<file path="src/logic/pcpsp_pkg.sv">
/*
  Shared constants of the peak current phase-shifted bridge PWM block:
  register map, field positions, reset values and timing figures.
  Assumes a single 100 MHz time-base clock and an AXI4-Lite register bus.
*/
package pcpsp_pkg;

  // Time base
  localparam int          CLK_PERIOD_NS   = 10;       // 100 MHz system clock
  localparam int          SW_PERIOD_NS    = 10000;    // 100 kHz switching period
  // Up-down counting: one switching period is two ramps of PERIOD counts
  localparam int          PERIOD_CYCLES   = SW_PERIOD_NS / (2 * CLK_PERIOD_NS);
  localparam int          DB_DEFAULT_NS   = 100;      // Dead band after reset
  localparam int          DB_DEFAULT_CYC  = (DB_DEFAULT_NS + CLK_PERIOD_NS - 1) / CLK_PERIOD_NS;

  // Register byte offsets
  localparam logic [7:0]  ADDR_CTRL       = 8'h00;    // Enable, ramp select, rectifier mode
  localparam logic [7:0]  ADDR_PERIOD     = 8'h04;    // Counter period shadow
  localparam logic [7:0]  ADDR_DEADBAND   = 8'h08;    // Leading and lagging dead bands
  localparam logic [7:0]  ADDR_RAMP_START = 8'h0C;    // Peak reference / ramp start shadow
  localparam logic [7:0]  ADDR_RAMP_SLOPE = 8'h10;    // Ramp decrement shadow
  localparam logic [7:0]  ADDR_STATUS     = 8'h14;    // Read-only live state

  // Control register fields
  localparam int          CTRL_EN_BIT     = 0;
  localparam int          CTRL_RAMP_BIT   = 1;
  localparam int          CTRL_MODE_LSB   = 2;        // Two-bit rectifier mode
  // Dead band register fields
  localparam int          DB_LEAD_LSB     = 0;        // Eight bits, leading leg
  localparam int          DB_LAG_LSB      = 8;        // Eight bits, lagging leg
  // Status register fields
  localparam int          STS_RAMP_LSB    = 0;        // Sixteen-bit ramp countdown value
  localparam int          STS_DIR_BIT     = 16;
  localparam int          STS_MODE_LSB    = 17;
  localparam int          STS_TRIP_BIT    = 19;

  // Reset values
  localparam logic [3:0]  CTRL_RST        = 4'h0;     // Mode, ramp select and enable
  localparam logic [15:0] PERIOD_RST      = 16'(PERIOD_CYCLES);
  localparam logic [7:0]  DB_RST          = 8'(DB_DEFAULT_CYC);
  localparam logic [15:0] RAMP_START_RST  = 16'h0000;
  localparam logic [15:0] RAMP_SLOPE_RST  = 16'h0000;

  // AXI responses
  localparam logic [1:0]  RESP_OKAY       = 2'h0;
  localparam logic [1:0]  RESP_SLVERR     = 2'h2;

  // Rectifier modes
  typedef enum logic [1:0] {
    SR_OFF     = 2'h0,   // Diode current doubler
    SR_DIODE   = 2'h1,   // On during own diagonal overlap
    SR_FULL    = 2'h2,   // Off during opposite diagonal overlap
    SR_SPARE   = 2'h3    // Treated as off
  } pcpsp_srmode_t;

endpackage

</file>
<file path="src/logic/pcpsp_top.sv">
/*
  Peak current mode phase-shifted full bridge PWM generator with
  rectifier drive, slope-compensation ramp and an AXI4-Lite register file.
  Assumes the analog comparator output arrives asynchronously and the ramp
  DAC and the gate drivers sit outside; one clock, asynchronous reset.
*/
// Local design decisions: the address map and the AXI4-Lite interface to the registers.
// What this block does
// - Each leg switches at half duty, antiphase
// - Lagging leg phase offset sets power transfer
// - Comparator trip drives active lagging output low
// - Complementary lagging output rises after dead time
// - Falling ramp compensates the peak reference
// - Same peak reference for both halves
// - Leading outputs complementary, half duty, dead band
// - Lagging qualifier high on up-trip or period
// - Lagging qualifier low on down-trip or zero
// - Both trip events come from one compare event
// - Rising-edge delay on lagging output A
// - Output B is delayed, inverted qualifier
// - Trip forces falling edge of A or B
// - Trip latch clears at zero and period
// - Mode 0 holds rectifiers off
// - Mode 1 rectifier on during own overlap
// - Mode 2 rectifier off during opposite overlap
// - Mode changes cause no output glitch
// - Ramp starts at peak reference shadow
// - Selected ramp falls by decrement value
// - DAC takes ramp value upper twelve bits
// - Low four ramp bits act as prescaler
`timescale 1ns/1ps
module pcpsp_top
  import pcpsp_pkg::*;
(
  // Clock and reset
  input  wire logic        clk_sys,
  input  wire logic        nrst,
  // AXI4-Lite write address and data
  input  wire logic        s_axi_awvalid,
  output logic             s_axi_awready,
  input  wire logic [7:0]  s_axi_awaddr,
  input  wire logic        s_axi_wvalid,
  output logic             s_axi_wready,
  input  wire logic [31:0] s_axi_wdata,
  input  wire logic [3:0]  s_axi_wstrb,
  // AXI4-Lite write response
  output logic             s_axi_bvalid,
  input  wire logic        s_axi_bready,
  output logic [1:0]       s_axi_bresp,
  // AXI4-Lite read
  input  wire logic        s_axi_arvalid,
  output logic             s_axi_arready,
  input  wire logic [7:0]  s_axi_araddr,
  output logic             s_axi_rvalid,
  input  wire logic        s_axi_rready,
  output logic [31:0]      s_axi_rdata,
  output logic [1:0]       s_axi_rresp,
  // Comparator and DAC
  input  wire logic        peakTripIn,
  output logic [11:0]      rampDacOut,
  // Gate drives
  output logic             leadingLegOutA,
  output logic             leadingLegOutB,
  output logic             laggingLegOutA,
  output logic             laggingLegOutB,
  output logic             syncRectOut1,
  output logic             syncRectOut2
);

  // Register file
  logic          ctrlEn_r;            // Time base running
  logic          ctrlRampSel_r;       // DAC follows the falling ramp
  logic [1:0]    ctrlMode_r;          // Rectifier mode shadow
  logic [15:0]   periodShadow_r;      // Period, loaded at zero
  logic [7:0]    dbLead_r;            // Leading leg dead band
  logic [7:0]    dbLag_r;             // Lagging leg dead band
  logic [15:0]   rampStartShadow_r;   // Peak reference command
  logic [15:0]   rampSlopeShadow_r;   // Ramp decrement command

  // Bus slave state
  logic          awHeld_r;
  logic          wHeld_r;
  logic [7:0]    awAddr_r;
  logic [31:0]   wData_r;
  logic [3:0]    wStrb_r;
  logic          doWrite;

  // Time base state
  logic [15:0]   cnt_r;               // Up-down counter
  logic          dirUp_r;             // Counting up
  logic [15:0]   periodAct_r;         // Active period
  logic          zeroEvt;
  logic          prdEvt;

  // Trip path
  logic          tripSync1_r;         // First synchroniser stage
  logic          tripSync2_r;         // Second synchroniser stage
  logic          tripLatch_r;         // One trip per half cycle
  logic          tripEvt;
  logic          tripUp;
  logic          tripDown;

  // Qualifiers and dead band
  logic          leadAq_r;
  logic          lagAq_r;
  logic [1:0]    aqLeg;
  logic          aqPrev_r [2];        // Qualifier one clock ago, per leg
  logic [7:0]    dbCnt_r [2];
  logic [7:0]    dbVal   [2];
  logic [1:0]    outA_nxt;
  logic [1:0]    outB_nxt;

  // Ramp and rectifier
  logic [15:0]   ramp_r;              // Countdown value
  logic [15:0]   rampStartAct_r;
  logic [15:0]   rampSlopeAct_r;
  pcpsp_srmode_t srModeAct_r;

  // Merges written bytes into an old register value
  function automatic logic [31:0] mergeBytes(input logic [31:0] oldVal,
                                             input logic [31:0] newVal,
                                             input logic [3:0]  strb);
    logic [31:0] res;
    res = oldVal;
    for (int b = 0; b < 4; b++) begin
      if (strb[b]) begin
        res[8*b +: 8] = newVal[8*b +: 8];
      end
    end
    return res;
  endfunction

  // Write channel: address and data taken in either order, answer follows both
  assign doWrite = awHeld_r && wHeld_r && !s_axi_bvalid;

  always_ff @(posedge clk_sys or negedge nrst) begin
    if (!nrst) begin
      s_axi_awready <= 1'b1;
      s_axi_wready  <= 1'b1;
      awHeld_r      <= 1'b0;
      wHeld_r       <= 1'b0;
      awAddr_r      <= 8'h00;
      wData_r       <= 32'h00000000;
      wStrb_r       <= 4'h0;
      s_axi_bvalid  <= 1'b0;
      s_axi_bresp   <= RESP_OKAY;
    end else begin
      if (s_axi_awready && s_axi_awvalid) begin
        awHeld_r      <= 1'b1;
        awAddr_r      <= s_axi_awaddr;
        s_axi_awready <= 1'b0;
      end
      if (s_axi_wready && s_axi_wvalid) begin
        wHeld_r      <= 1'b1;
        wData_r      <= s_axi_wdata;
        wStrb_r      <= s_axi_wstrb;
        s_axi_wready <= 1'b0;
      end
      if (doWrite) begin
        // Status and unmapped words refuse writes
        awHeld_r     <= 1'b0;
        wHeld_r      <= 1'b0;
        s_axi_bvalid <= 1'b1;
        s_axi_bresp  <= (awAddr_r[7:2] <= ADDR_RAMP_SLOPE[7:2]) ? RESP_OKAY : RESP_SLVERR;
      end
      if (s_axi_bvalid && s_axi_bready) begin
        s_axi_bvalid  <= 1'b0;
        s_axi_awready <= 1'b1;
        s_axi_wready  <= 1'b1;
      end
    end
  end

  // Register updates with byte strobes; low two address bits ignored
  always_ff @(posedge clk_sys or negedge nrst) begin
    if (!nrst) begin
      {ctrlMode_r, ctrlRampSel_r, ctrlEn_r} <= CTRL_RST;
      periodShadow_r    <= PERIOD_RST;
      dbLead_r          <= DB_RST;
      dbLag_r           <= DB_RST;
      rampStartShadow_r <= RAMP_START_RST;
      rampSlopeShadow_r <= RAMP_SLOPE_RST;
    end else if (doWrite) begin
      unique case (awAddr_r[7:2])
        ADDR_CTRL[7:2]: begin
          ctrlEn_r      <= wStrb_r[0] ? wData_r[CTRL_EN_BIT] : ctrlEn_r;
          ctrlRampSel_r <= wStrb_r[0] ? wData_r[CTRL_RAMP_BIT] : ctrlRampSel_r;
          ctrlMode_r    <= wStrb_r[0] ? wData_r[CTRL_MODE_LSB +: 2] : ctrlMode_r;
        end
        ADDR_PERIOD[7:2]: begin
          periodShadow_r <= 16'(mergeBytes({16'h0, periodShadow_r}, wData_r, wStrb_r));
        end
        ADDR_DEADBAND[7:2]: begin
          {dbLag_r, dbLead_r} <= 16'(mergeBytes({16'h0, dbLag_r, dbLead_r}, wData_r,
                                                wStrb_r));
        end
        ADDR_RAMP_START[7:2]: begin
          // Controller writes the peak reference here once per period
          rampStartShadow_r <= 16'(mergeBytes({16'h0, rampStartShadow_r}, wData_r,
                                              wStrb_r));
        end
        ADDR_RAMP_SLOPE[7:2]: begin
          rampSlopeShadow_r <= 16'(mergeBytes({16'h0, rampSlopeShadow_r}, wData_r,
                                              wStrb_r));
        end
        default: begin
          // Refused; answered with an error response
        end
      endcase
    end
  end

  // Read channel: data registered on the same edge that takes the address
  always_ff @(posedge clk_sys or negedge nrst) begin
    if (!nrst) begin
      s_axi_arready <= 1'b1;
      s_axi_rvalid  <= 1'b0;
      s_axi_rdata   <= 32'h00000000;
      s_axi_rresp   <= RESP_OKAY;
    end else if (s_axi_arready && s_axi_arvalid) begin
      s_axi_arready <= 1'b0;
      s_axi_rvalid  <= 1'b1;
      s_axi_rresp   <= RESP_OKAY;
      unique case (s_axi_araddr[7:2])
        ADDR_CTRL[7:2]:       s_axi_rdata <= {28'h0, ctrlMode_r, ctrlRampSel_r, ctrlEn_r};
        ADDR_PERIOD[7:2]:     s_axi_rdata <= {16'h0, periodShadow_r};
        ADDR_DEADBAND[7:2]:   s_axi_rdata <= {16'h0, dbLag_r, dbLead_r};
        ADDR_RAMP_START[7:2]: s_axi_rdata <= {16'h0, rampStartShadow_r};
        ADDR_RAMP_SLOPE[7:2]: s_axi_rdata <= {16'h0, rampSlopeShadow_r};
        ADDR_STATUS[7:2]: begin
          // Live state for software
          s_axi_rdata <= {12'h0, tripLatch_r, srModeAct_r, dirUp_r, ramp_r};
        end
        default: begin
          s_axi_rdata <= 32'h00000000;
          s_axi_rresp <= RESP_SLVERR;
        end
      endcase
    end else if (s_axi_rvalid && s_axi_rready) begin
      s_axi_rvalid  <= 1'b0;
      s_axi_arready <= 1'b1;
    end
  end

  // Boundary events of the up-down counter
  assign zeroEvt = ctrlEn_r && (cnt_r == 16'h0000);
  assign prdEvt  = ctrlEn_r && (cnt_r >= periodAct_r);

  // Up-down counter; period shadow moves to active at zero
  always_ff @(posedge clk_sys or negedge nrst) begin
    if (!nrst) begin
      cnt_r       <= 16'h0000;
      dirUp_r     <= 1'b1;
      periodAct_r <= PERIOD_RST;
    end else if (!ctrlEn_r) begin
      cnt_r       <= 16'h0000;
      dirUp_r     <= 1'b1;
      periodAct_r <= periodShadow_r;
    end else if (zeroEvt) begin
      cnt_r       <= 16'h0001;
      dirUp_r     <= 1'b1;
      periodAct_r <= periodShadow_r;
    end else if (dirUp_r && !prdEvt) begin
      cnt_r <= cnt_r + 16'h0001;
    end else begin
      cnt_r   <= cnt_r - 16'h0001;
      dirUp_r <= 1'b0;
    end
  end

  // Comparator pin passes two flops before use
  always_ff @(posedge clk_sys or negedge nrst) begin
    if (!nrst) begin
      tripSync1_r <= 1'b0;
      tripSync2_r <= 1'b0;
    end else begin
      tripSync1_r <= peakTripIn;
      tripSync2_r <= tripSync1_r;
    end
  end

  // One compare event feeds both directional trips
  assign tripEvt  = ctrlEn_r && tripSync2_r && !tripLatch_r;
  assign tripUp   = tripEvt && dirUp_r;
  assign tripDown = tripEvt && !dirUp_r;

  // Cycle-by-cycle latch; a trip in the clearing cycle still latches
  always_ff @(posedge clk_sys or negedge nrst) begin
    if (!nrst) begin
      tripLatch_r <= 1'b0;
    end else if (tripEvt) begin
      tripLatch_r <= 1'b1;
    end else if (zeroEvt || prdEvt || !ctrlEn_r) begin
      tripLatch_r <= 1'b0;
    end
  end

  // Action qualifiers: leading fixed half duty, lagging moved by trips
  always_ff @(posedge clk_sys or negedge nrst) begin
    if (!nrst) begin
      leadAq_r <= 1'b0;
      lagAq_r  <= 1'b0;
    end else if (!ctrlEn_r) begin
      leadAq_r <= 1'b0;
      lagAq_r  <= 1'b0;
    end else begin
      if (zeroEvt) begin
        leadAq_r <= 1'b1;
      end else if (prdEvt) begin
        leadAq_r <= 1'b0;
      end
      // Trip position shifts the lagging edges against the leading ones
      if (tripUp || prdEvt) begin
        lagAq_r <= 1'b1;
      end else if (tripDown || zeroEvt) begin
        lagAq_r <= 1'b0;
      end
    end
  end

  assign aqLeg    = {lagAq_r, leadAq_r};
  assign dbVal[0] = dbLead_r;
  assign dbVal[1] = dbLag_r;

  // Dead band per leg: A gets a rising delay, B the inverted falling delay
  for (genvar i = 0; i < 2; i++) begin : g_leg
    always_ff @(posedge clk_sys or negedge nrst) begin
      if (!nrst) begin
        aqPrev_r[i] <= 1'b0;
        dbCnt_r[i]  <= 8'h00;
      end else begin
        aqPrev_r[i] <= aqLeg[i];
        if (aqLeg[i] != aqPrev_r[i]) begin
          dbCnt_r[i] <= 8'h01;
        end else if (dbCnt_r[i] != 8'hFF) begin
          dbCnt_r[i] <= dbCnt_r[i] + 8'h01;
        end
      end
    end
    // A qualifier edge restarts the gap, so both switches stay off meanwhile
    assign outA_nxt[i] = ctrlEn_r && aqLeg[i] && (aqLeg[i] == aqPrev_r[i])
                         && (dbCnt_r[i] >= dbVal[i]);
    assign outB_nxt[i] = ctrlEn_r && !aqLeg[i] && (aqLeg[i] == aqPrev_r[i])
                         && (dbCnt_r[i] >= dbVal[i]);
  end

  // Bridge outputs; trip forces the falling edge without waiting for the qualifier
  always_ff @(posedge clk_sys or negedge nrst) begin
    if (!nrst) begin
      leadingLegOutA <= 1'b0;
      leadingLegOutB <= 1'b0;
      laggingLegOutA <= 1'b0;
      laggingLegOutB <= 1'b0;
    end else begin
      leadingLegOutA <= outA_nxt[0];
      leadingLegOutB <= outB_nxt[0];
      laggingLegOutA <= outA_nxt[1] && !tripDown;
      laggingLegOutB <= outB_nxt[1] && !tripUp;
    end
  end

  // Rectifier mode changes only at zero or while stopped, so no pulse is cut short
  always_ff @(posedge clk_sys or negedge nrst) begin
    if (!nrst) begin
      srModeAct_r <= SR_OFF;
    end else if (zeroEvt || !ctrlEn_r) begin
      srModeAct_r <= pcpsp_srmode_t'(ctrlMode_r);
    end
  end

  // Rectifier drives from diagonal overlaps of the registered bridge outputs
  always_ff @(posedge clk_sys or negedge nrst) begin
    if (!nrst) begin
      syncRectOut1 <= 1'b0;
      syncRectOut2 <= 1'b0;
    end else begin
      unique case (srModeAct_r)
        SR_DIODE: begin
          syncRectOut1 <= leadingLegOutA && laggingLegOutB;
          syncRectOut2 <= leadingLegOutB && laggingLegOutA;
        end
        SR_FULL: begin
          syncRectOut1 <= ctrlEn_r && !(leadingLegOutB && laggingLegOutA);
          syncRectOut2 <= ctrlEn_r && !(leadingLegOutA && laggingLegOutB);
        end
        SR_OFF, SR_SPARE: begin
          syncRectOut1 <= 1'b0;
          syncRectOut2 <= 1'b0;
        end
      endcase
    end
  end

  // Peak reference is taken once per period so both halves match
  always_ff @(posedge clk_sys or negedge nrst) begin
    if (!nrst) begin
      rampStartAct_r <= RAMP_START_RST;
      rampSlopeAct_r <= RAMP_SLOPE_RST;
    end else if (zeroEvt || !ctrlEn_r) begin
      rampStartAct_r <= rampStartShadow_r;
      rampSlopeAct_r <= rampSlopeShadow_r;
    end
  end

  // Falling ramp: reload each half, saturate at zero; low nibble is the prescaler
  always_ff @(posedge clk_sys or negedge nrst) begin
    if (!nrst) begin
      ramp_r <= 16'h0000;
    end else if (zeroEvt || !ctrlEn_r) begin
      ramp_r <= rampStartShadow_r;
    end else if (prdEvt) begin
      ramp_r <= rampStartAct_r;
    end else if (ramp_r > rampSlopeAct_r) begin
      ramp_r <= ramp_r - rampSlopeAct_r;
    end else begin
      ramp_r <= 16'h0000;
    end
  end

  // DAC code: ramp upper bits, or a flat reference when the ramp is off
  always_ff @(posedge clk_sys or negedge nrst) begin
    if (!nrst) begin
      rampDacOut <= 12'h000;
    end else if (ctrlRampSel_r) begin
      rampDacOut <= ramp_r[15:4];
    end else begin
      rampDacOut <= rampStartAct_r[15:4];
    end
  end

  // Checks
  leadCompl_a: assert property (@(posedge clk_sys) disable iff (!nrst)
    !(leadingLegOutA && leadingLegOutB)) else $error("leading outputs overlap");
  lagCompl_a: assert property (@(posedge clk_sys) disable iff (!nrst)
    !(laggingLegOutA && laggingLegOutB)) else $error("lagging outputs overlap");
  tripForceA_a: assert property (@(posedge clk_sys) disable iff (!nrst)
    tripDown |=> !laggingLegOutA ##1 !laggingLegOutA) else $error("A not forced low");
  tripForceB_a: assert property (@(posedge clk_sys) disable iff (!nrst)
    tripUp |=> !laggingLegOutB) else $error("B not forced low");
  aqUpSet_a: assert property (@(posedge clk_sys) disable iff (!nrst)
    (tripUp || prdEvt) |=> lagAq_r) else $error("lagging qualifier not set");
  aqZeroClr_a: assert property (@(posedge clk_sys) disable iff (!nrst)
    (zeroEvt && !tripUp) |=> !lagAq_r) else $error("lagging qualifier not cleared");
  latchClr_a: assert property (@(posedge clk_sys) disable iff (!nrst)
    ((zeroEvt || prdEvt) && !tripEvt) |=> !tripLatch_r) else $error("latch not cleared");
  srOff_a: assert property (@(posedge clk_sys) disable iff (!nrst)
    (srModeAct_r == SR_OFF) |=> !syncRectOut1 && !syncRectOut2) else $error("rect on in mode 0");
  modeAtZero_a: assert property (@(posedge clk_sys) disable iff (!nrst)
    (srModeAct_r != $past(srModeAct_r)) |-> $past(zeroEvt || !ctrlEn_r))
    else $error("mode changed mid period");
  rampReload_a: assert property (@(posedge clk_sys) disable iff (!nrst)
    prdEvt |=> ramp_r == rampStartAct_r) else $error("ramp not reloaded");
  dacMsb_a: assert property (@(posedge clk_sys) disable iff (!nrst)
    ctrlRampSel_r |=> rampDacOut == $past(ramp_r[15:4])) else $error("dac code wrong");
  deadGap_a: assert property (@(posedge clk_sys) disable iff (!nrst)
    $fell(laggingLegOutA) && dbLag_r > 8'h01 |=> !laggingLegOutB) else $error("no dead gap");

endmodule

</file>
<file path="config.mk">
export PLATFORM = sky130hd
export DESIGN_NAME = pcpsp_top
export DESIGN_NICKNAME = d
export VERILOG_FILES = /design/src/logic/pcpsp_pkg.sv /design/src/logic/pcpsp_top.sv
export SDC_FILE = /design/constraint.sdc
export NUM_CORES = 1
export LEC_CHECK = 0
export BUFFER_PORTS_ARGS = -buffer_cell sky130_fd_sc_hd__buf_2
export CAP_MARGIN = 25
export CORE_ASPECT_RATIO = 1.75
export CORE_MARGIN = 2
export CORE_UTILIZATION = 50
export CTS_CLUSTER_DIAMETER = 50
export DETAILED_ROUTE_END_ITERATION = 10
export HOLD_SLACK_MARGIN = 0.08
export PLACE_DENSITY = 0.69
export SLEW_MARGIN = 5
export SYNTH_ARGS = -nofsm -noshare
export SYNTH_HDL_FRONTEND = slang
export SYNTH_SLANG_ARGS = --single-unit
</file>
<file path="constraint.sdc">
create_clock -name clk_sys -period 7.72 [get_ports clk_sys]
set_input_delay 0.386 -clock clk_sys [delete_from_list [all_inputs] [get_ports clk_sys]]
set_output_delay 0.386 -clock clk_sys [all_outputs]
set_load 0.05 [all_outputs]
</file>
Word level (Yosys, flattened, before mapping)
Cells that the tools add are included.
{"block": "classes", "addsub": 5, "n_mul": 0, "n_div": 0, "n_lt_le_gt_ge": 5, "eq_ne": 22, "n_shift": 0, "mux": 43, "n_bitwise": 0, "reduce_logical": 72}
{"op": "16-bit 2-to-1 mux", "count": 8}
{"op": "20-bit one-hot mux with 6 select lines", "count": 1}
{"op": "1-bit logical AND", "count": 32}
{"op": "8-bit 2-to-1 mux", "count": 4}
{"op": "3-bit AND reduction", "count": 9}
{"op": "1-bit 2-to-1 mux", "count": 25}
{"op": "6-bit by 2-bit equality test with 1-bit output, second input constant", "count": 4}
{"op": "6-bit by 3-bit equality test with 1-bit output, second input constant", "count": 3}
{"op": "2-bit nonzero test", "count": 9}
{"op": "16-bit by 1-bit adder with 16-bit output, second input constant", "count": 1}
{"op": "8-bit by 1-bit adder with 8-bit output, second input constant", "count": 2}
{"op": "16-bit greater-or-equal comparator", "count": 1}
{"op": "8-bit greater-or-equal comparator", "count": 2}
{"op": "16-bit > comparator", "count": 1}
{"op": "16-bit zero test", "count": 1}
{"op": "8-bit != test, second input constant", "count": 2}
{"op": "16-bit by 1-bit subtractor with 16-bit output, second input constant", "count": 1}
{"op": "16-bit subtractor", "count": 1}
{"op": "6-bit by 1-bit equality test with 1-bit output, second input constant", "count": 2}
{"op": "6-bit zero test", "count": 2}
{"op": "12-bit 2-to-1 mux", "count": 1}
{"op": "1-bit zero test", "count": 11}
{"op": "6-bit by 3-bit <= comparator with 1-bit output, second input constant", "count": 1}
{"op": "3-bit by 1-bit != test with 1-bit output, second input constant", "count": 2}
{"op": "12 further kinds", "count": 21}
{"block": "word_totals", "ff_bits": 261, "latch_bits": 0, "mem_bits_rw": 0, "romBits": 0, "in_bits": 60, "output_inout_bits": 59, "elab_cells": 194, "n_memories": 0}

Depth between registers and ports, before layout
Gate-level depths: netlist (run 1).
{"block": "depth", "word_depth": 7, "mapped_depth": 14, "depth_no_buf": 14}

Worst setup path before layout (run 1)
OpenSTA, ideal clock, no wires.
{"block": "synth_path", "kind": "reg-to-reg", "start": "register periodAct_r[7]", "end": "register cnt_r[14]", "setup_ns": 0.132, "t_arrival_ns": 3.694, "required_time_ns": 7.588, "path_slack_ns": 3.895, "path_stages_with_launch": 15, "n_path_buf": 0, "synth_period_minus_slack_ns": 3.825, "path_cell_list": "dfstp_2 > inv_1 > ha_1 > nand2_1 > nor3_1 > nand3b_1 > a32oi_1 > ha_1 > a21o_1 > a221oi_1 > nand2_1 > o221ai_1 > o21ai_0 > xnor2_1 > nor2_1"}
{"block": "synth_between", "elab_chain_len": 7}
{"element": "start: declaration", "line_no": "pcpsp_top.sv:91", "source": "logic [15:0] periodAct_r;"}
{"element": "start signal: assignment", "line_no": "pcpsp_top.sv:258", "source": "periodAct_r <= periodShadow_r;"}
{"element": "start signal: assignment", "line_no": "pcpsp_top.sv:262", "source": "periodAct_r <= periodShadow_r;"}
{"element": "16-bit greater-or-equal comparator", "line_no": "pcpsp_top.sv:247", "source": "assign prdEvt = ctrlEn_r && (cnt_r >= periodAct_r);"}
{"element": "1-bit logical AND", "line_no": "pcpsp_top.sv:247"}
{"element": "1-bit zero test", "line_no": "pcpsp_top.sv:263", "source": "end else if (dirUp_r && !prdEvt) begin"}
{"element": "1-bit logical AND", "line_no": "pcpsp_top.sv:263"}
{"element": "16-bit 2-to-1 mux", "line_no": "pcpsp_top.sv:263"}
{"element": "16-bit 2-to-1 mux", "line_no": "pcpsp_top.sv:259", "source": "end else if (zeroEvt) begin"}
{"element": "16-bit 2-to-1 mux", "line_no": "pcpsp_top.sv:255", "source": "end else if (!ctrlEn_r) begin"}
{"element": "end signal: assignment", "line_no": "pcpsp_top.sv:264", "source": "cnt_r <= cnt_r + 16'h0001;"}
{"element": "end signal: assignment", "line_no": "pcpsp_top.sv:266", "source": "cnt_r <= cnt_r - 16'h0001;"}
{"element": "end: declaration", "line_no": "pcpsp_top.sv:89", "source": "logic [15:0] cnt_r;"}
No other way between the ends.
A chain may end at the register's enable or synchronous reset.

Worst setup path after layout (run 1)
{"block": "layout_path", "start": "register cnt_r[0]", "end": "register cnt_r[14]"}
{"block": "layout_between", "elab_chain_len": 7, "elab_cells_between_ends": 11, "classes_between": "2 x add/sub; 1 x order compare; 3 x mux; 5 x reduce/logical"}
{"element": "16-bit greater-or-equal comparator", "line_no": "pcpsp_top.sv:247"}
{"element": "1-bit logical AND", "line_no": "pcpsp_top.sv:247"}
{"element": "1-bit zero test", "line_no": "pcpsp_top.sv:263"}
{"element": "1-bit logical AND", "line_no": "pcpsp_top.sv:263"}
{"element": "16-bit 2-to-1 mux", "line_no": "pcpsp_top.sv:263"}
{"element": "16-bit 2-to-1 mux (*)", "line_no": "pcpsp_top.sv:259"}
{"element": "16-bit 2-to-1 mux (*)", "line_no": "pcpsp_top.sv:255"}
Mark *: on every way between the ends. The rest lies on a longest branch, timed or not.

==> impl_results.html, run 1 <==
<table>
<tr><th>Metric</th><th>Value</th></tr>
<tr><th colspan="2">Timing</th></tr>
<tr><td>Setup TNS Final</td><td>0 ns</td></tr>
<tr><td>Final setup vio count</td><td>0</td></tr>
<tr><td>Min cycle time layout</td><td>3.85 ns</td></tr>
<tr><td>Final period util</td><td>49.8%</td></tr>
<tr><td>Achievable Freq</td><td>0.260 GHz</td></tr>
<tr><td>RSZ-0062 raised after global routing</td><td>no</td></tr>
<tr><td>Relative slew slack</td><td>38.4%</td></tr>
<tr><td>Worst Tran Pin Value</td><td>0.921 ns</td></tr>
<tr><td>Setup slack after layout</td><td>3.87 ns</td></tr>
<tr><td>Max Transition Viols Final</td><td>0</td></tr>
<tr><td>Final Hold Violating Endpoints</td><td>0</td></tr>
<tr><td>Clock skew</td><td>0.0106 ns</td></tr>
<tr><th colspan="2">Cells and area</th></tr>
<tr><td>NumNets Final</td><td>1353</td></tr>
<tr><td>Fraction of final layout cells with drive strength greater than 1</td><td>21.5%</td></tr>
<tr><td>Number of inserted diodes</td><td>0</td></tr>
<tr><td>Layout-stage area growth over the synthesis result</td><td>12.2%</td></tr>
<tr><th colspan="2">Critical path</th></tr>
<tr><td>Worst path max stage delay</td><td>0.48 ns</td></tr>
<tr><td>Critical path, cell by cell</td><td>inv_1, ha_1, nand2b_1, a2111oi_0, nand3b_1, a32oi_1, buf_4, ha_1, a21o_1, a221oi_1, nand2_1, o221ai_1, o21ai_0, xnor2_1, nor2_1</td></tr>
<tr><td>Maximum fanout count along the critical path</td><td>18</td></tr>
<tr><td>Worst setup path category</td><td>reg -&gt; reg</td></tr>
<tr><td>Data arrival, critical path</td><td>4.21 ns</td></tr>
<tr><td>Worst endpoint required time</td><td>8.08 ns</td></tr>
<tr><td>Category of the worst setup path capture point</td><td>flop</td></tr>
<tr><td>Minimum setup slack among reg-to-reg paths</td><td>3.87 ns</td></tr>
<tr><td>Most used cell, CP</td><td>ha_1</td></tr>
<tr><td>Highest-delay cell along the critical path</td><td>dfrtp_1</td></tr>
<tr><td>Kind of launch point of the worst setup path</td><td>flop</td></tr>
<tr><th colspan="2">Floorplanning</th></tr>
<tr><td>Boundary pin count</td><td>119</td></tr>
<tr><td>Total die area</td><td>25600 um2</td></tr>
<tr><td>Row count</td><td>75</td></tr>
<tr><td>Die boundary width</td><td>122 um</td></tr>
<tr><td>Die height</td><td>210 um</td></tr>
<tr><td>Area of the core</td><td>23900 um2</td></tr>
<tr><td>Effective utilization at floorplan</td><td>50.8%</td></tr>
<tr><th colspan="2">Global route</th></tr>
<tr><td>Antenna violations before repair</td><td>0</td></tr>
<tr><td>Via count of the first global-routing pass</td><td>8837</td></tr>
<tr><td>Gr usage total</td><td>23.1%</td></tr>
<tr><td>Maximum number of pins on one net before global-route repair</td><td>126</td></tr>
<tr><td>Gr ovfl total</td><td>0</td></tr>
<tr><td>Wire length of the first global-routing pass</td><td>46300 um</td></tr>
<tr><th colspan="2">Detailed routing</th></tr>
<tr><td>Detailed-route wire length per cell</td><td>18.5 um</td></tr>
<tr><td>DRT Pass-1 Iters</td><td>6</td></tr>
<tr><td>Aggregate routed wire length</td><td>28700 um</td></tr>
<tr><td>Detailed-route via count</td><td>8720</td></tr>
<tr><td>Via density per instance</td><td>5.63</td></tr>
<tr><td>Iter 0 DRT Violations</td><td>500</td></tr>
<tr><td>DRT antenna net count</td><td>0</td></tr>
<tr><td>Number of remaining DRC errors</td><td>0</td></tr>
<tr><th colspan="2">CTS</th></tr>
<tr><td>Total setup buffers inserted after CTS</td><td>0</td></tr>
<tr><td>Number of buffers created by CTS</td><td>23</td></tr>
<tr><td>Clock transition time at the flip-flop clock pins of the worst setup and hold paths</td><td>0.06 ns</td></tr>
<tr><td>Clock tree from TritonCTS</td><td>done</td></tr>
<tr><td>Count of H-tree levels built during CTS</td><td>1</td></tr>
<tr><td>Clock root buffer master</td><td>clkbuf_16</td></tr>
<tr><td>CTS sink count</td><td>245</td></tr>
<tr><td>Number of buffers on the longest clock path</td><td>3</td></tr>
<tr><td>Clock latency of the later-clocked register in the worst-skew pair</td><td>0.52 ns</td></tr>
<tr><th colspan="2">Power and ir drop</th></tr>
<tr><td>Lkg Pwr</td><td>6.69 nW</td></tr>
<tr><td>Worst IR Drop VDD</td><td>0.222 mV</td></tr>
<tr><td>Power density cells</td><td>376 nW/um2</td></tr>
<tr><th colspan="2">Status</th></tr>
<tr><td>Status</td><td>finished, final reports clean</td></tr>
<tr><th colspan="2">Synth</th></tr>
<tr><td>Flops &amp; latches, synth</td><td>245</td></tr>
<tr><td>Top_reg_cell synth</td><td>dfrtp_1</td></tr>
<tr><td>Sequential share of the synthesized area</td><td>50.7%</td></tr>
<tr><td>Number of flops mapped to enable cells by yosys</td><td>0</td></tr>
<tr><td>Fraction of registers with async set/reset</td><td>100%</td></tr>
<tr><td>Number of library cell types mapped by synthesis</td><td>73</td></tr>
<tr><td>Avg Inst Size Synth</td><td>10.7 um2</td></tr>
<tr><td>Count of yosys warnings during synthesis</td><td>0</td></tr>
<tr><td>Synthesized area</td><td>12200 um2</td></tr>
<tr><td>Number of instances in the synthesized netlist</td><td>1138</td></tr>
<tr><th colspan="2">Run</th></tr>
<tr><td>Max Cap Viol</td><td>0</td></tr>
<tr><th colspan="2">Worst hold path</th></tr>
<tr><td>Type of the most critical hold path</td><td>in -&gt; reg</td></tr>
<tr><th colspan="2">Placed design</th></tr>
<tr><td>Placed wire-length estimate after detailed placement</td><td>20900 um</td></tr>
<tr><td>Placer Congestion</td><td>0.889</td></tr>
<tr><td>Port buffer count</td><td>82</td></tr>
<tr><td>Worst setup slack after placement</td><td>3.88 ns</td></tr>
</table>
-- sequential cells by signal, indices dropped and copies added, names as in the netlist, 8 cells and up --
register,count
dbLead_r,8
rampSlopeShadow_r,16
dbLag_r,8
s_axi_rdata,20
rampStartAct_r,16
cnt_r,16
periodShadow_r,16
periodAct_r,16
ramp_r,16
dbCnt_r,16
rampStartShadow_r,16
rampSlopeAct_r,16
wData_r,16
rampDacOut,12
-- metrics by stage --
step,util [%],total power [mW],cell area [um2],std cells,hold slack [ns]
3_3_place_gp,53.4,3.95,12800,1497,0.345
6_report,57.0,5.12,13600,1549,0.0975
4_1_cts,56.9,5.14,13600,1548,0.0807
3_5_place_dp,53.6,4.01,12800,1499,0.347
2_1_floorplan,-,3.46,12200,1151,0.0904
5_1_grt,57.0,5.46,13600,1549,0.0936
-- critical path, delay by kind of cell (launching register included) --
| kind | cells | cell delay, ns |
|---|---|---|
| adders and majority gates | 2 | 0.65 |
| DFF | 1 | 0.48 |
| and+or+nand+nor | 4 | 0.49 |
| xor gates and xnor gates | 1 | 0.16 |
| buffers and inverters | 2 | 0.31 |
| AOI/OAI and AO/OA | 6 | 1.60 |
-- where the power goes --
group / internal (mW) / switching [mW] / total (mW)
sequential: 1.64 / 0.342 / 1.99
clock: 0.635 / 0.472 / 1.11
combinational: 0.861 / 1.17 / 2.03
-- logic make-up (layout without fill, tap and decap cells) --
kind of cell	Yosys count	count (layout)	share of synthesized area [%]
and+or+nand+nor	315	315	11.8
DFF	245	245	50.7
xor gates and xnor gates	35	35	2.52
other	1	14	0.0309
AOI/OAI and AO/OA	228	228	12.2
buffers and inverters	123	213	4.49
muxes	123	123	11.2
adders and majority gates	68	68	7.12
-- final timing paths --
| kind | cells after the start | start | end |
|---|---|---|---|
| setup / recovery | 15 | cnt_r[0]$_DFF_PN0_ | cnt_r[14]$_DFF_PN0_ |
| hold / removal | 2 | s_axi_wdata[0] | wData_r[0]$_DFFE_PN0P_ |
| setup reg to reg | 15 | cnt_r[0]$_DFF_PN0_ | cnt_r[14]$_DFF_PN0_ |
| hold reg to reg | 0 | tripSync1_r$_DFF_PN0_ | tripSync2_r$_DFF_PN0_ |
| max in group asynchronous | 3 | nrst | ctrlMode_r[1]$_DFFE_PN0P_ |
| min in group asynchronous | 2 | nrst | wData_r[5]$_DFFE_PN0P_ |
-- area by class of cell --
class / count / area (um2)
multi-input combinational: 783 / 5500
sequential: 245 / 6160
clock inverter: 2 / 35.0
clock buffer: 39 / 686
fill: 2070 / 10300
inverter: 73 / 274
timing repair buffer: 99 / 596
tap: 308 / 385
-- cells in the mapped netlist, types with 3 or more instances --
| library cell | n | area (um2) |
|---|---|---|
| a211oi_1 | 5 | 37.5 |
| a21o_1 | 16 | 120 |
| a21oi_1 | 41 | 205 |
| a21oi_2 | 3 | 26.3 |
| a221o_1 | 3 | 30.0 |
| a221oi_1 | 17 | 149 |
| a222oi_1 | 11 | 110 |
| a22oi_1 | 4 | 30.0 |
| a31oi_1 | 3 | 18.8 |
| and2_0 | 3 | 18.8 |
| and2_1 | 7 | 43.8 |
| and3_1 | 10 | 62.6 |
| buf_2 | 10 | 50.1 |
| buf_4 | 15 | 113 |
| clkbuf_1 | 22 | 82.6 |
| dfrtp_1 | 225 | 5630 |
| dfstp_2 | 20 | 526 |
| ha_1 | 66 | 826 |
| inv_1 | 72 | 270 |
| mux2_2 | 108 | 1220 |
| mux2i_1 | 15 | 150 |
| nand2_1 | 163 | 612 |
| nand2b_1 | 8 | 50.1 |
| nand3_1 | 19 | 95.1 |
| nand3b_1 | 6 | 45.0 |
| nand4_1 | 11 | 68.8 |
| nor2_1 | 55 | 206 |
| nor2b_1 | 3 | 18.8 |
| nor3_1 | 9 | 45.0 |
| nor4_1 | 6 | 37.5 |
| o211ai_1 | 3 | 22.5 |
| o21ai_0 | 84 | 420 |
| o21ai_1 | 10 | 50.1 |
| o21bai_1 | 3 | 22.5 |
| o31ai_1 | 3 | 22.5 |
| xnor2_1 | 18 | 158 |
| xor2_1 | 17 | 149 |
-- repair_timing --
item	CTS	global route
hold buffers	8	0
hold endpoints to repair	121	0
setup endpoints to repair	0	0
resized for setup	0	0
-- metal layers --
metal	wire, um	GRT usage, %	up-vias
met1	11300	27.5	4313
li1	-	-	4143
met3	834	1.84	56
met4	932	8.56	0
met2	15700	42.9	208
met5	0	0	-
-- cell usage in the layout (no fill, tap or decap), types with 3 or more instances in the layout --
cell type      instances
dfrtp_1              225
nand2_1              162
mux2_2               108
o21ai_0               84
buf_2                 81
inv_1                 72
ha_1                  66
nor2_1                55
a21oi_1               41
clkbuf_16             23
dfstp_2               20
nand3_1               19
xnor2_1               18
a221oi_1              17
xor2_1                17
a21o_1                16
mux2i_1               15
conb_1                14
nand4_1               11
a222oi_1              11
clkbuf_1              11
and3_1                10
o21ai_1               10
nor3_1                 9
and2_1                 8
nand2b_1               8
dlygate4sd3_1          8
buf_4                  7
nor4_1                 6
nand3b_1               6
a211oi_1               5
clkbuf_8               5
a22oi_1                4
o211ai_1               3
o21bai_1               3
a31oi_1                3
a21oi_2                3
nor2b_1                3
o31ai_1                3
a221o_1                3
Note: power is estimated with default switching activity, not from simulation.
==> inputs of run 2 (changes only) <==
ABC_AREA = 1   (was not set)
PLACE_DENSITY = 0.72   (was 0.69)
clock period = 3.5 ns   (was 7.72 ns; I/O delays follow)
==> impl_results.html, run 2 <==
<table>
<tr><th>Metric</th><th>Value</th></tr>
<tr><th colspan="2">Status</th></tr>
<tr><td>Status</td><td>finished, final reports clean</td></tr>
<tr><th colspan="2">Synth</th></tr>
<tr><td>Number of instances in the synthesized netlist</td><td>1470</td></tr>
<tr><td>Count of yosys warnings during synthesis</td><td>0</td></tr>
<tr><td>Top_reg_cell synth</td><td>dfrtp_1</td></tr>
<tr><td>Fraction of synthesized cell area taken by the top area cell type</td><td>45.6%</td></tr>
<tr><td>Number of flops mapped to enable cells by yosys</td><td>0</td></tr>
<tr><td>Largest area contributor in the synthesized netlist</td><td>dfrtp_1</td></tr>
<tr><td>Synthesized area</td><td>12400 um2</td></tr>
<tr><td>Avg Inst Size Synth</td><td>8.41 um2</td></tr>
<tr><td>Number of library cell types mapped by synthesis</td><td>48</td></tr>
<tr><td>Cell with the most instances after synthesis</td><td>nand2_1</td></tr>
<tr><td>Fraction of registers with async set/reset</td><td>100%</td></tr>
<tr><td>Flops &amp; latches, synth</td><td>245</td></tr>
<tr><td>Cell types occupying the most area after synthesis</td><td>dfrtp_1 46%, nand2_1 11%, o21ai_0 7.6%, ha_1 6.7%, inv_1 6.4%</td></tr>
<tr><td>Post-synth top cells</td><td>354 x nand2_1, 225 x dfrtp_1, 211 x inv_1</td></tr>
<tr><td>Sequential share of the synthesized area</td><td>49.8%</td></tr>
<tr><th colspan="2">Cells and area</th></tr>
<tr><td>Number of inserted diodes</td><td>0</td></tr>
<tr><td>Count of filler cells inserted in the layout</td><td>2164</td></tr>
<tr><td>Area taken by flip-flops and latches</td><td>6160 um2</td></tr>
<tr><td>Number of flip-flops in the largest register</td><td>20</td></tr>
<tr><td>Largest reg by FF count</td><td>s_axi_rdata</td></tr>
<tr><td>Most common cell after layout, fill and taps aside</td><td>nand2_1</td></tr>
<tr><td>Multi-input gate area</td><td>5180 um2</td></tr>
<tr><td>Fraction of final layout cells with drive strength greater than 1</td><td>11.3%</td></tr>
<tr><td>Most frequent cells in the layout</td><td>353 x nand2_1, 225 x dfrtp_1, 210 x inv_1</td></tr>
<tr><td>Layout-stage area growth over the synthesis result</td><td>15.1%</td></tr>
<tr><td>NumNets Final</td><td>1717</td></tr>
<tr><th colspan="2">Worst hold path</th></tr>
<tr><td>Worst hold path depth</td><td>4</td></tr>
<tr><td>Type of the most critical hold path</td><td>in -&gt; reg</td></tr>
<tr><td>Worst hold path startpoint</td><td>s_axi_araddr[5]</td></tr>
<tr><th colspan="2">Power and ir drop</th></tr>
<tr><td>Power density cells</td><td>831 nW/um2</td></tr>
<tr><td>Lkg Pwr</td><td>7.12 nW</td></tr>
<tr><td>Worst IR Drop VDD</td><td>0.467 mV</td></tr>
<tr><th colspan="2">Detailed routing</th></tr>
<tr><td>Number of remaining DRC errors</td><td>0</td></tr>
<tr><td>Aggregate routed wire length</td><td>31800 um</td></tr>
<tr><td>Iter 0 DRT Violations</td><td>722</td></tr>
<tr><td>DRT antenna net count</td><td>0</td></tr>
<tr><td>Via density per instance</td><td>5.42</td></tr>
<tr><td>Detailed-route wire length per cell</td><td>16.6 um</td></tr>
<tr><td>Detailed-route via count</td><td>10400</td></tr>
<tr><td>DRT Pass-1 Iters</td><td>6</td></tr>
<tr><th colspan="2">Placed design</th></tr>
<tr><td>Port buffer count</td><td>82</td></tr>
<tr><td>Placed wire-length estimate after detailed placement</td><td>23300 um</td></tr>
<tr><td>Placer Congestion</td><td>0.911</td></tr>
<tr><td>Worst setup slack after placement</td><td>0.132 ns</td></tr>
<tr><th colspan="2">Critical path</th></tr>
<tr><td>Reg2Reg Depth</td><td>15</td></tr>
<tr><td>Worst endpoint required time</td><td>3.92 ns</td></tr>
<tr><td>Worst setup path startpoint</td><td>cnt_r[15]$_DFF_PN0_</td></tr>
<tr><td>Worst setup path category</td><td>reg -&gt; reg</td></tr>
<tr><td>Category of the worst setup path capture point</td><td>flop</td></tr>
<tr><td>Worst flop-to-flop path startpoint</td><td>cnt_r[15]$_DFF_PN0_</td></tr>
<tr><td>Family with the most delay on the worst path</td><td>compound AO/OA/AOI/OAI gates</td></tr>
<tr><td>Highest-delay cell along the critical path</td><td>dfrtp_1</td></tr>
<tr><td>Kind of launch point of the worst setup path</td><td>flop</td></tr>
<tr><td>Buffering stage count on the worst path with inverters included</td><td>1</td></tr>
<tr><td>Critical path, cell by cell</td><td>ha_1, a21oi_1, o21ai_0, a21oi_2, nand2_4, nand2_2, nand2_2, buf_4, ha_1, a21oi_1, o21ai_0, a221oi_1, nand3_1, nand2_1, nor2_1</td></tr>
<tr><td>Data arrival, critical path</td><td>3.65 ns</td></tr>
<tr><td>Maximum fanout count along the critical path</td><td>12</td></tr>
<tr><td>Depth of the critical timing path with buffers and inverters included</td><td>15</td></tr>
<tr><td>Worst path max stage delay</td><td>0.44 ns</td></tr>
<tr><th colspan="2">Global route</th></tr>
<tr><td>Via count of the first global-routing pass</td><td>10100</td></tr>
<tr><td>Maximum number of pins on one net before global-route repair</td><td>121</td></tr>
<tr><td>Wire length of the first global-routing pass</td><td>50800 um</td></tr>
<tr><td>Gr usage total</td><td>25.1%</td></tr>
<tr><td>Antenna violations before repair</td><td>0</td></tr>
<tr><td>Gr ovfl total</td><td>0</td></tr>
<tr><th colspan="2">Timing</th></tr>
<tr><td>Min cycle time layout</td><td>3.23 ns</td></tr>
<tr><td>Relative slew slack</td><td>34.8%</td></tr>
<tr><td>Achievable Freq</td><td>0.309 GHz</td></tr>
<tr><td>Final Hold Violating Endpoints</td><td>0</td></tr>
<tr><td>Final period util</td><td>92.4%</td></tr>
<tr><td>Clock skew</td><td>0.0131 ns</td></tr>
<tr><td>Max Transition Viols Final</td><td>0</td></tr>
<tr><td>RSZ-0062 raised after global routing</td><td>no</td></tr>
<tr><td>Setup slack after layout</td><td>0.266 ns</td></tr>
<tr><td>Final setup vio count</td><td>0</td></tr>
<tr><td>Setup TNS Final</td><td>0 ns</td></tr>
<tr><td>Worst Tran Pin Value</td><td>0.975 ns</td></tr>
<tr><th colspan="2">Floorplanning</th></tr>
<tr><td>Effective utilization at floorplan</td><td>50.6%</td></tr>
<tr><td>Die height</td><td>212 um</td></tr>
<tr><td>Area of the core</td><td>24400 um2</td></tr>
<tr><td>Die boundary width</td><td>123 um</td></tr>
<tr><td>Row count</td><td>76</td></tr>
<tr><td>Boundary pin count</td><td>119</td></tr>
<tr><td>Total die area</td><td>26000 um2</td></tr>
<tr><th colspan="2">CTS</th></tr>
<tr><td>CTS sink count</td><td>245</td></tr>
<tr><td>Clock latency of the later-clocked register in the worst-skew pair</td><td>0.53 ns</td></tr>
<tr><td>Clock root buffer master</td><td>clkbuf_16</td></tr>
<tr><td>Clock transition time at the flip-flop clock pins of the worst setup and hold paths</td><td>0.06 ns</td></tr>
<tr><td>Clock tree from TritonCTS</td><td>done</td></tr>
<tr><td>Count of H-tree levels built during CTS</td><td>1</td></tr>
<tr><td>Total setup buffers inserted after CTS</td><td>0</td></tr>
<tr><td>Number of buffers created by CTS</td><td>24</td></tr>
<tr><td>Number of buffers on the longest clock path</td><td>3</td></tr>
<tr><th colspan="2">Run</th></tr>
<tr><td>Max Cap Viol</td><td>0</td></tr>
</table>
[run 2: cell types whose count changed after synthesis, moves of 17 or more]
cell,previous run,this run
inv_1,72,211
mux2_2,108,0
nand2_1,163,354
nand3_1,19,60
nor2_1,55,84
o21ai_0,84,187
xnor2_1,18,1
[run 2: path summary, 6_finish.rpt]
| kind | endpoint | slack (ns) |
|---|---|---|
| worst min-delay path | s_axi_rresp[1]$_DFFE_PN0P_ | 0.16 |
| min in group asynchronous | wStrb_r[1]$_DFFE_PN0P_ | 0.33 |
| max in group asynchronous | periodAct_r[4]$_DFFE_PN1P_ | 2.23 |
| worst max register to register | cnt_r[13]$_DFF_PN0_ | 0.27 |
| worst max-delay path | cnt_r[13]$_DFF_PN0_ | 0.27 |
| worst min register to register | tripSync2_r$_DFF_PN0_ | 0.36 |
[run 2: logic make-up after synthesis]
kind of cell / Yosys count / synth area share [%]
xor+xnor: 9 / 0.638
fa+ha+maj: 68 / 7.01
other cells: 1 / 0.0303
buf+inv: 267 / 8.77
flops: 245 / 49.8
compound gates: 337 / 15.5
simple gates: 543 / 18.3
[run 2: repair_timing]
action / in CTS / in global routing
hold buffers: 34 / 0
endpoints found under the setup margin: 0 / 6
endpoints found under the hold margin: 141 / 0
resized for setup: 0 / 5
[run 2: area by class of cell]
cell class,count,area share (%)
clock inverter,9,0.712
clock buffer,35,5.01
multi-input combinational,971,36.4
tap,312,2.74
timing repair buffer,130,6.16
sequential,245,43.3
inverter,217,5.73
[run 2: report_power, final]
part,internal [mW],switching (mW),leakage (nW),total (mW)
registers,3.64,0.552,3.25,4.19
clock network,1.57,1.12,0.402,2.69
logic,1.53,3.41,3.47,4.95
[run 2: through the flow]
stage	utilization (%)	cell area [um2]	std cells	hold slack [ns]	power [mW]
final	58.2	14200	1919	0.164	11.8
after global routing	58.2	14200	1919	0.205	12.6
after CTS	58.1	14200	1918	0.149	11.8
after detailed placement	53.4	13100	1840	0.285	9.06
after global placement	53.4	13100	1839	0.283	8.93
after floorplan	-	12400	1483	-0.121	7.57
[run 2: worst min-delay path: stages]
cell and delay (ns):
buf_2 0.08, or2_2 0.11, nor2_2 0.05, o31ai_1 0.24
[run 2: routing by layer]
layer | GRT usage [%] | part of all wire, % | up-vias
li1 | - | - | 5018
met1 | 30.0 | 39 | 5008
met2 | 44.9 | 53 | 304
met3 | 2.45 | 4.4 | 76
met4 | 11.3 | 4.5 | 0
met5 | 0 | 0 | -
==> inputs of run 3 (changes only) <==
==> constraint.sdc (replaced) <==
create_clock -name clk_sys -period 3.5 [get_ports clk_sys]
set_input_delay 0.35 -clock clk_sys [delete_from_list [all_inputs] [get_ports clk_sys]]
set_output_delay 0.35 -clock clk_sys [all_outputs]
set_load 0.05 [all_outputs]
==> impl_results.html, run 3 (synthesized netlist as in run 2, its figures left out) <==
<table>
<tr><th>Metric</th><th>Value</th></tr>
<tr><th colspan="2">Timing</th></tr>
<tr><td>Setup TNS Final</td><td>0 ns</td></tr>
<tr><td>Achievable Freq</td><td>0.309 GHz</td></tr>
<tr><td>RSZ-0062 raised after global routing</td><td>no</td></tr>
<tr><td>Final Hold Violating Endpoints</td><td>0</td></tr>
<tr><td>Clock skew</td><td>0.00668 ns</td></tr>
<tr><td>Post-Route Hold Slack</td><td>0.0975 ns</td></tr>
<tr><td>Max Transition Viols Final</td><td>0</td></tr>
<tr><td>Worst Tran Pin Value</td><td>1.02 ns</td></tr>
<tr><td>Final period util</td><td>92.6%</td></tr>
<tr><td>Relative slew slack</td><td>31.2%</td></tr>
<tr><td>Min cycle time layout</td><td>3.24 ns</td></tr>
<tr><td>Final setup vio count</td><td>0</td></tr>
<tr><th colspan="2">Cells and area</th></tr>
<tr><td>Most frequent cells in the layout</td><td>353 x nand2_1, 225 x dfrtp_1, 211 x inv_1</td></tr>
<tr><td>Number of flip-flops in the largest register</td><td>20</td></tr>
<tr><td>Layout-stage area growth over the synthesis result</td><td>14.7%</td></tr>
<tr><td>Count of filler cells inserted in the layout</td><td>2187</td></tr>
<tr><td>Number of inserted diodes</td><td>0</td></tr>
<tr><td>Fraction of final layout cells with drive strength greater than 1</td><td>11.3%</td></tr>
<tr><td>Largest reg by FF count</td><td>s_axi_rdata</td></tr>
<tr><td>Multi-input gate area</td><td>5190 um2</td></tr>
<tr><td>Most common cell after layout, fill and taps aside</td><td>nand2_1</td></tr>
<tr><td>NumNets Final</td><td>1712</td></tr>
<tr><td>Area taken by flip-flops and latches</td><td>6160 um2</td></tr>
<tr><th colspan="2">Floorplanning</th></tr>
<tr><td>Row count</td><td>76</td></tr>
<tr><td>Die height</td><td>212 um</td></tr>
<tr><td>Effective utilization at floorplan</td><td>50.6%</td></tr>
<tr><td>Boundary pin count</td><td>119</td></tr>
<tr><td>Die boundary width</td><td>123 um</td></tr>
<tr><td>Total die area</td><td>26000 um2</td></tr>
<tr><td>Area of the core</td><td>24400 um2</td></tr>
<tr><th colspan="2">Global route</th></tr>
<tr><td>Via count of the first global-routing pass</td><td>10000</td></tr>
<tr><td>Gr ovfl total</td><td>0</td></tr>
<tr><td>Gr usage total</td><td>25.0%</td></tr>
<tr><td>Wire length of the first global-routing pass</td><td>50800 um</td></tr>
<tr><td>Maximum number of pins on one net before global-route repair</td><td>91</td></tr>
<tr><td>Antenna violations before repair</td><td>0</td></tr>
<tr><th colspan="2">Critical path</th></tr>
<tr><td>Worst endpoint required time</td><td>3.92 ns</td></tr>
<tr><td>Category of the worst setup path capture point</td><td>flop</td></tr>
<tr><td>Kind of launch point of the worst setup path</td><td>flop</td></tr>
<tr><td>Worst setup path category</td><td>reg -&gt; reg</td></tr>
<tr><td>Maximum fanout count along the critical path</td><td>8</td></tr>
<tr><td>Data arrival, critical path</td><td>3.66 ns</td></tr>
<tr><th colspan="2">CTS</th></tr>
<tr><td>Clock tree from TritonCTS</td><td>done</td></tr>
<tr><td>Count of H-tree levels built during CTS</td><td>1</td></tr>
<tr><td>Clock root buffer master</td><td>clkbuf_16</td></tr>
<tr><td>CTS sink count</td><td>245</td></tr>
<tr><td>Clock transition time at the flip-flop clock pins of the worst setup and hold paths</td><td>0.07 ns</td></tr>
<tr><td>Total setup buffers inserted after CTS</td><td>0</td></tr>
<tr><td>Number of buffers created by CTS</td><td>24</td></tr>
<tr><td>Clock latency of the later-clocked register in the worst-skew pair</td><td>0.53 ns</td></tr>
<tr><td>Number of buffers on the longest clock path</td><td>3</td></tr>
<tr><th colspan="2">Detailed routing</th></tr>
<tr><td>Via density per instance</td><td>5.37</td></tr>
<tr><td>Iter 0 DRT Violations</td><td>719</td></tr>
<tr><td>DRT antenna net count</td><td>0</td></tr>
<tr><td>DRT Pass-1 Iters</td><td>7</td></tr>
<tr><td>Detailed-route wire length per cell</td><td>16.6 um</td></tr>
<tr><td>Number of remaining DRC errors</td><td>0</td></tr>
<tr><td>Detailed-route via count</td><td>10300</td></tr>
<tr><td>Aggregate routed wire length</td><td>31800 um</td></tr>
<tr><th colspan="2">Power and ir drop</th></tr>
<tr><td>Worst IR Drop VDD</td><td>0.511 mV</td></tr>
<tr><td>Fraction of power consumed by sequential logic</td><td>35.8%</td></tr>
<tr><td>Switching share of power</td><td>43.0%</td></tr>
<tr><td>Lkg Pwr</td><td>7.08 nW</td></tr>
<tr><td>Internal Dissipation</td><td>6.67 mW</td></tr>
<tr><td>Combinational group share of total power</td><td>41.8%</td></tr>
<tr><td>Power density cells</td><td>826 nW/um2</td></tr>
<tr><td>Part of the total power dissipated in the clock network</td><td>22.4%</td></tr>
<tr><td>Switching power of the nets</td><td>5.04 mW</td></tr>
<tr><th colspan="2">Placed design</th></tr>
<tr><td>Port buffer count</td><td>82</td></tr>
<tr><td>Placer Congestion</td><td>0.952</td></tr>
<tr><td>Placed wire-length estimate after detailed placement</td><td>23600 um</td></tr>
<tr><th colspan="2">Run</th></tr>
<tr><td>Max Cap Viol</td><td>0</td></tr>
<tr><th colspan="2">Status</th></tr>
<tr><td>Status</td><td>finished, final reports clean</td></tr>
<tr><th colspan="2">Worst hold path</th></tr>
<tr><td>Type of the most critical hold path</td><td>in -&gt; reg</td></tr>
</table>
-- run 3: final timing paths --
check | startpoint | end | slack (ns) | cells past startpoint
setup / recovery | periodAct_r[7]$_DFFE_PN1P_ | cnt_r[11]$_DFF_PN0_ | 0.26 | 20
hold / removal | s_axi_wdata[15] | wData_r[15]$_DFFE_PN0P_ | 0.1 | 3
setup reg to reg | periodAct_r[7]$_DFFE_PN1P_ | cnt_r[11]$_DFF_PN0_ | 0.26 | 20
hold reg to reg | tripSync1_r$_DFF_PN0_ | tripSync2_r$_DFF_PN0_ | 0.36 | 0
max in group asynchronous | nrst | periodAct_r[5]$_DFFE_PN1P_ | 2.05 | 3
min in group asynchronous | nrst | wData_r[11]$_DFFE_PN0P_ | 0.40 | 2
-- run 3: worst max-delay path, cell delays in order (launching register included) --
cell and delay (ns):
dfstp_2 0.52, inv_1 0.05, ha_1 0.29, nand2_1 0.08
inv_1 0.05, nand2_1 0.08, nand2_1 0.05, nor2_1 0.08
nand2_1 0.07, nand2_2 0.08, nand2_4 0.05, nand2_2 0.07
nand2_2 0.13, ha_1 0.38, a21oi_1 0.17, nand2_1 0.12
a21oi_1 0.26, o21ai_2 0.10, a21oi_1 0.25, a21oi_1 0.10
and2_1 0.15
-- run 3: cell type report --
| type | count | area share [%] |
|---|---|---|
| timing repair buffer | 125 | 5.85 |
| inverter | 217 | 5.75 |
| multi-input combinational | 971 | 36.6 |
| tap | 312 | 2.75 |
| clock buffer | 37 | 5.09 |
| sequential | 245 | 43.4 |
| clock inverter | 7 | 0.521 |
-- run 3: power groups by stage --
stage	logic (mW)	clock network (mW)	registers (mW)
CTS	4.88	2.66	4.18
finish	4.90	2.62	4.19
global route	5.45	2.75	4.28
global placement	4.70	0	4.20
detailed placement	4.81	0	4.22
floorplan	3.19	0	4.38
-- run 3: per-stage QoR --
stage | utilization [%] | power, mW | instances | area [um2] | setup slack, ns
floorplan | - | 7.57 | 1483 | 12400 | 0.230
global placement | 53.5 | 8.90 | 1841 | 13100 | 0.209
detailed placement | 53.5 | 9.03 | 1841 | 13100 | 0.145
CTS | 57.9 | 11.7 | 1914 | 14100 | 0.125
global route | 58.0 | 12.5 | 1914 | 14200 | 0.0403
finish | 58.0 | 11.7 | 1914 | 14200 | 0.259
-- run 3: repair_timing --
action / 4_1_cts / 5_1_grt
hold buffers: 29 / 0
setup endpoints to repair: 0 / 6
gates resized for setup: 0 / 6
hold endpoints to repair: 99 / 0
-- run 3: per-layer routing --
layer / up-vias / share of wire (%) / GRT usage (%)
li1: 4990 / - / -
met2: 284 / 53 / 45.0
met3: 81 / 3.8 / 2.48
met5: - / 0 / 0
met1: 4925 / 39 / 29.5
met4: 0 / 4.5 / 11.4
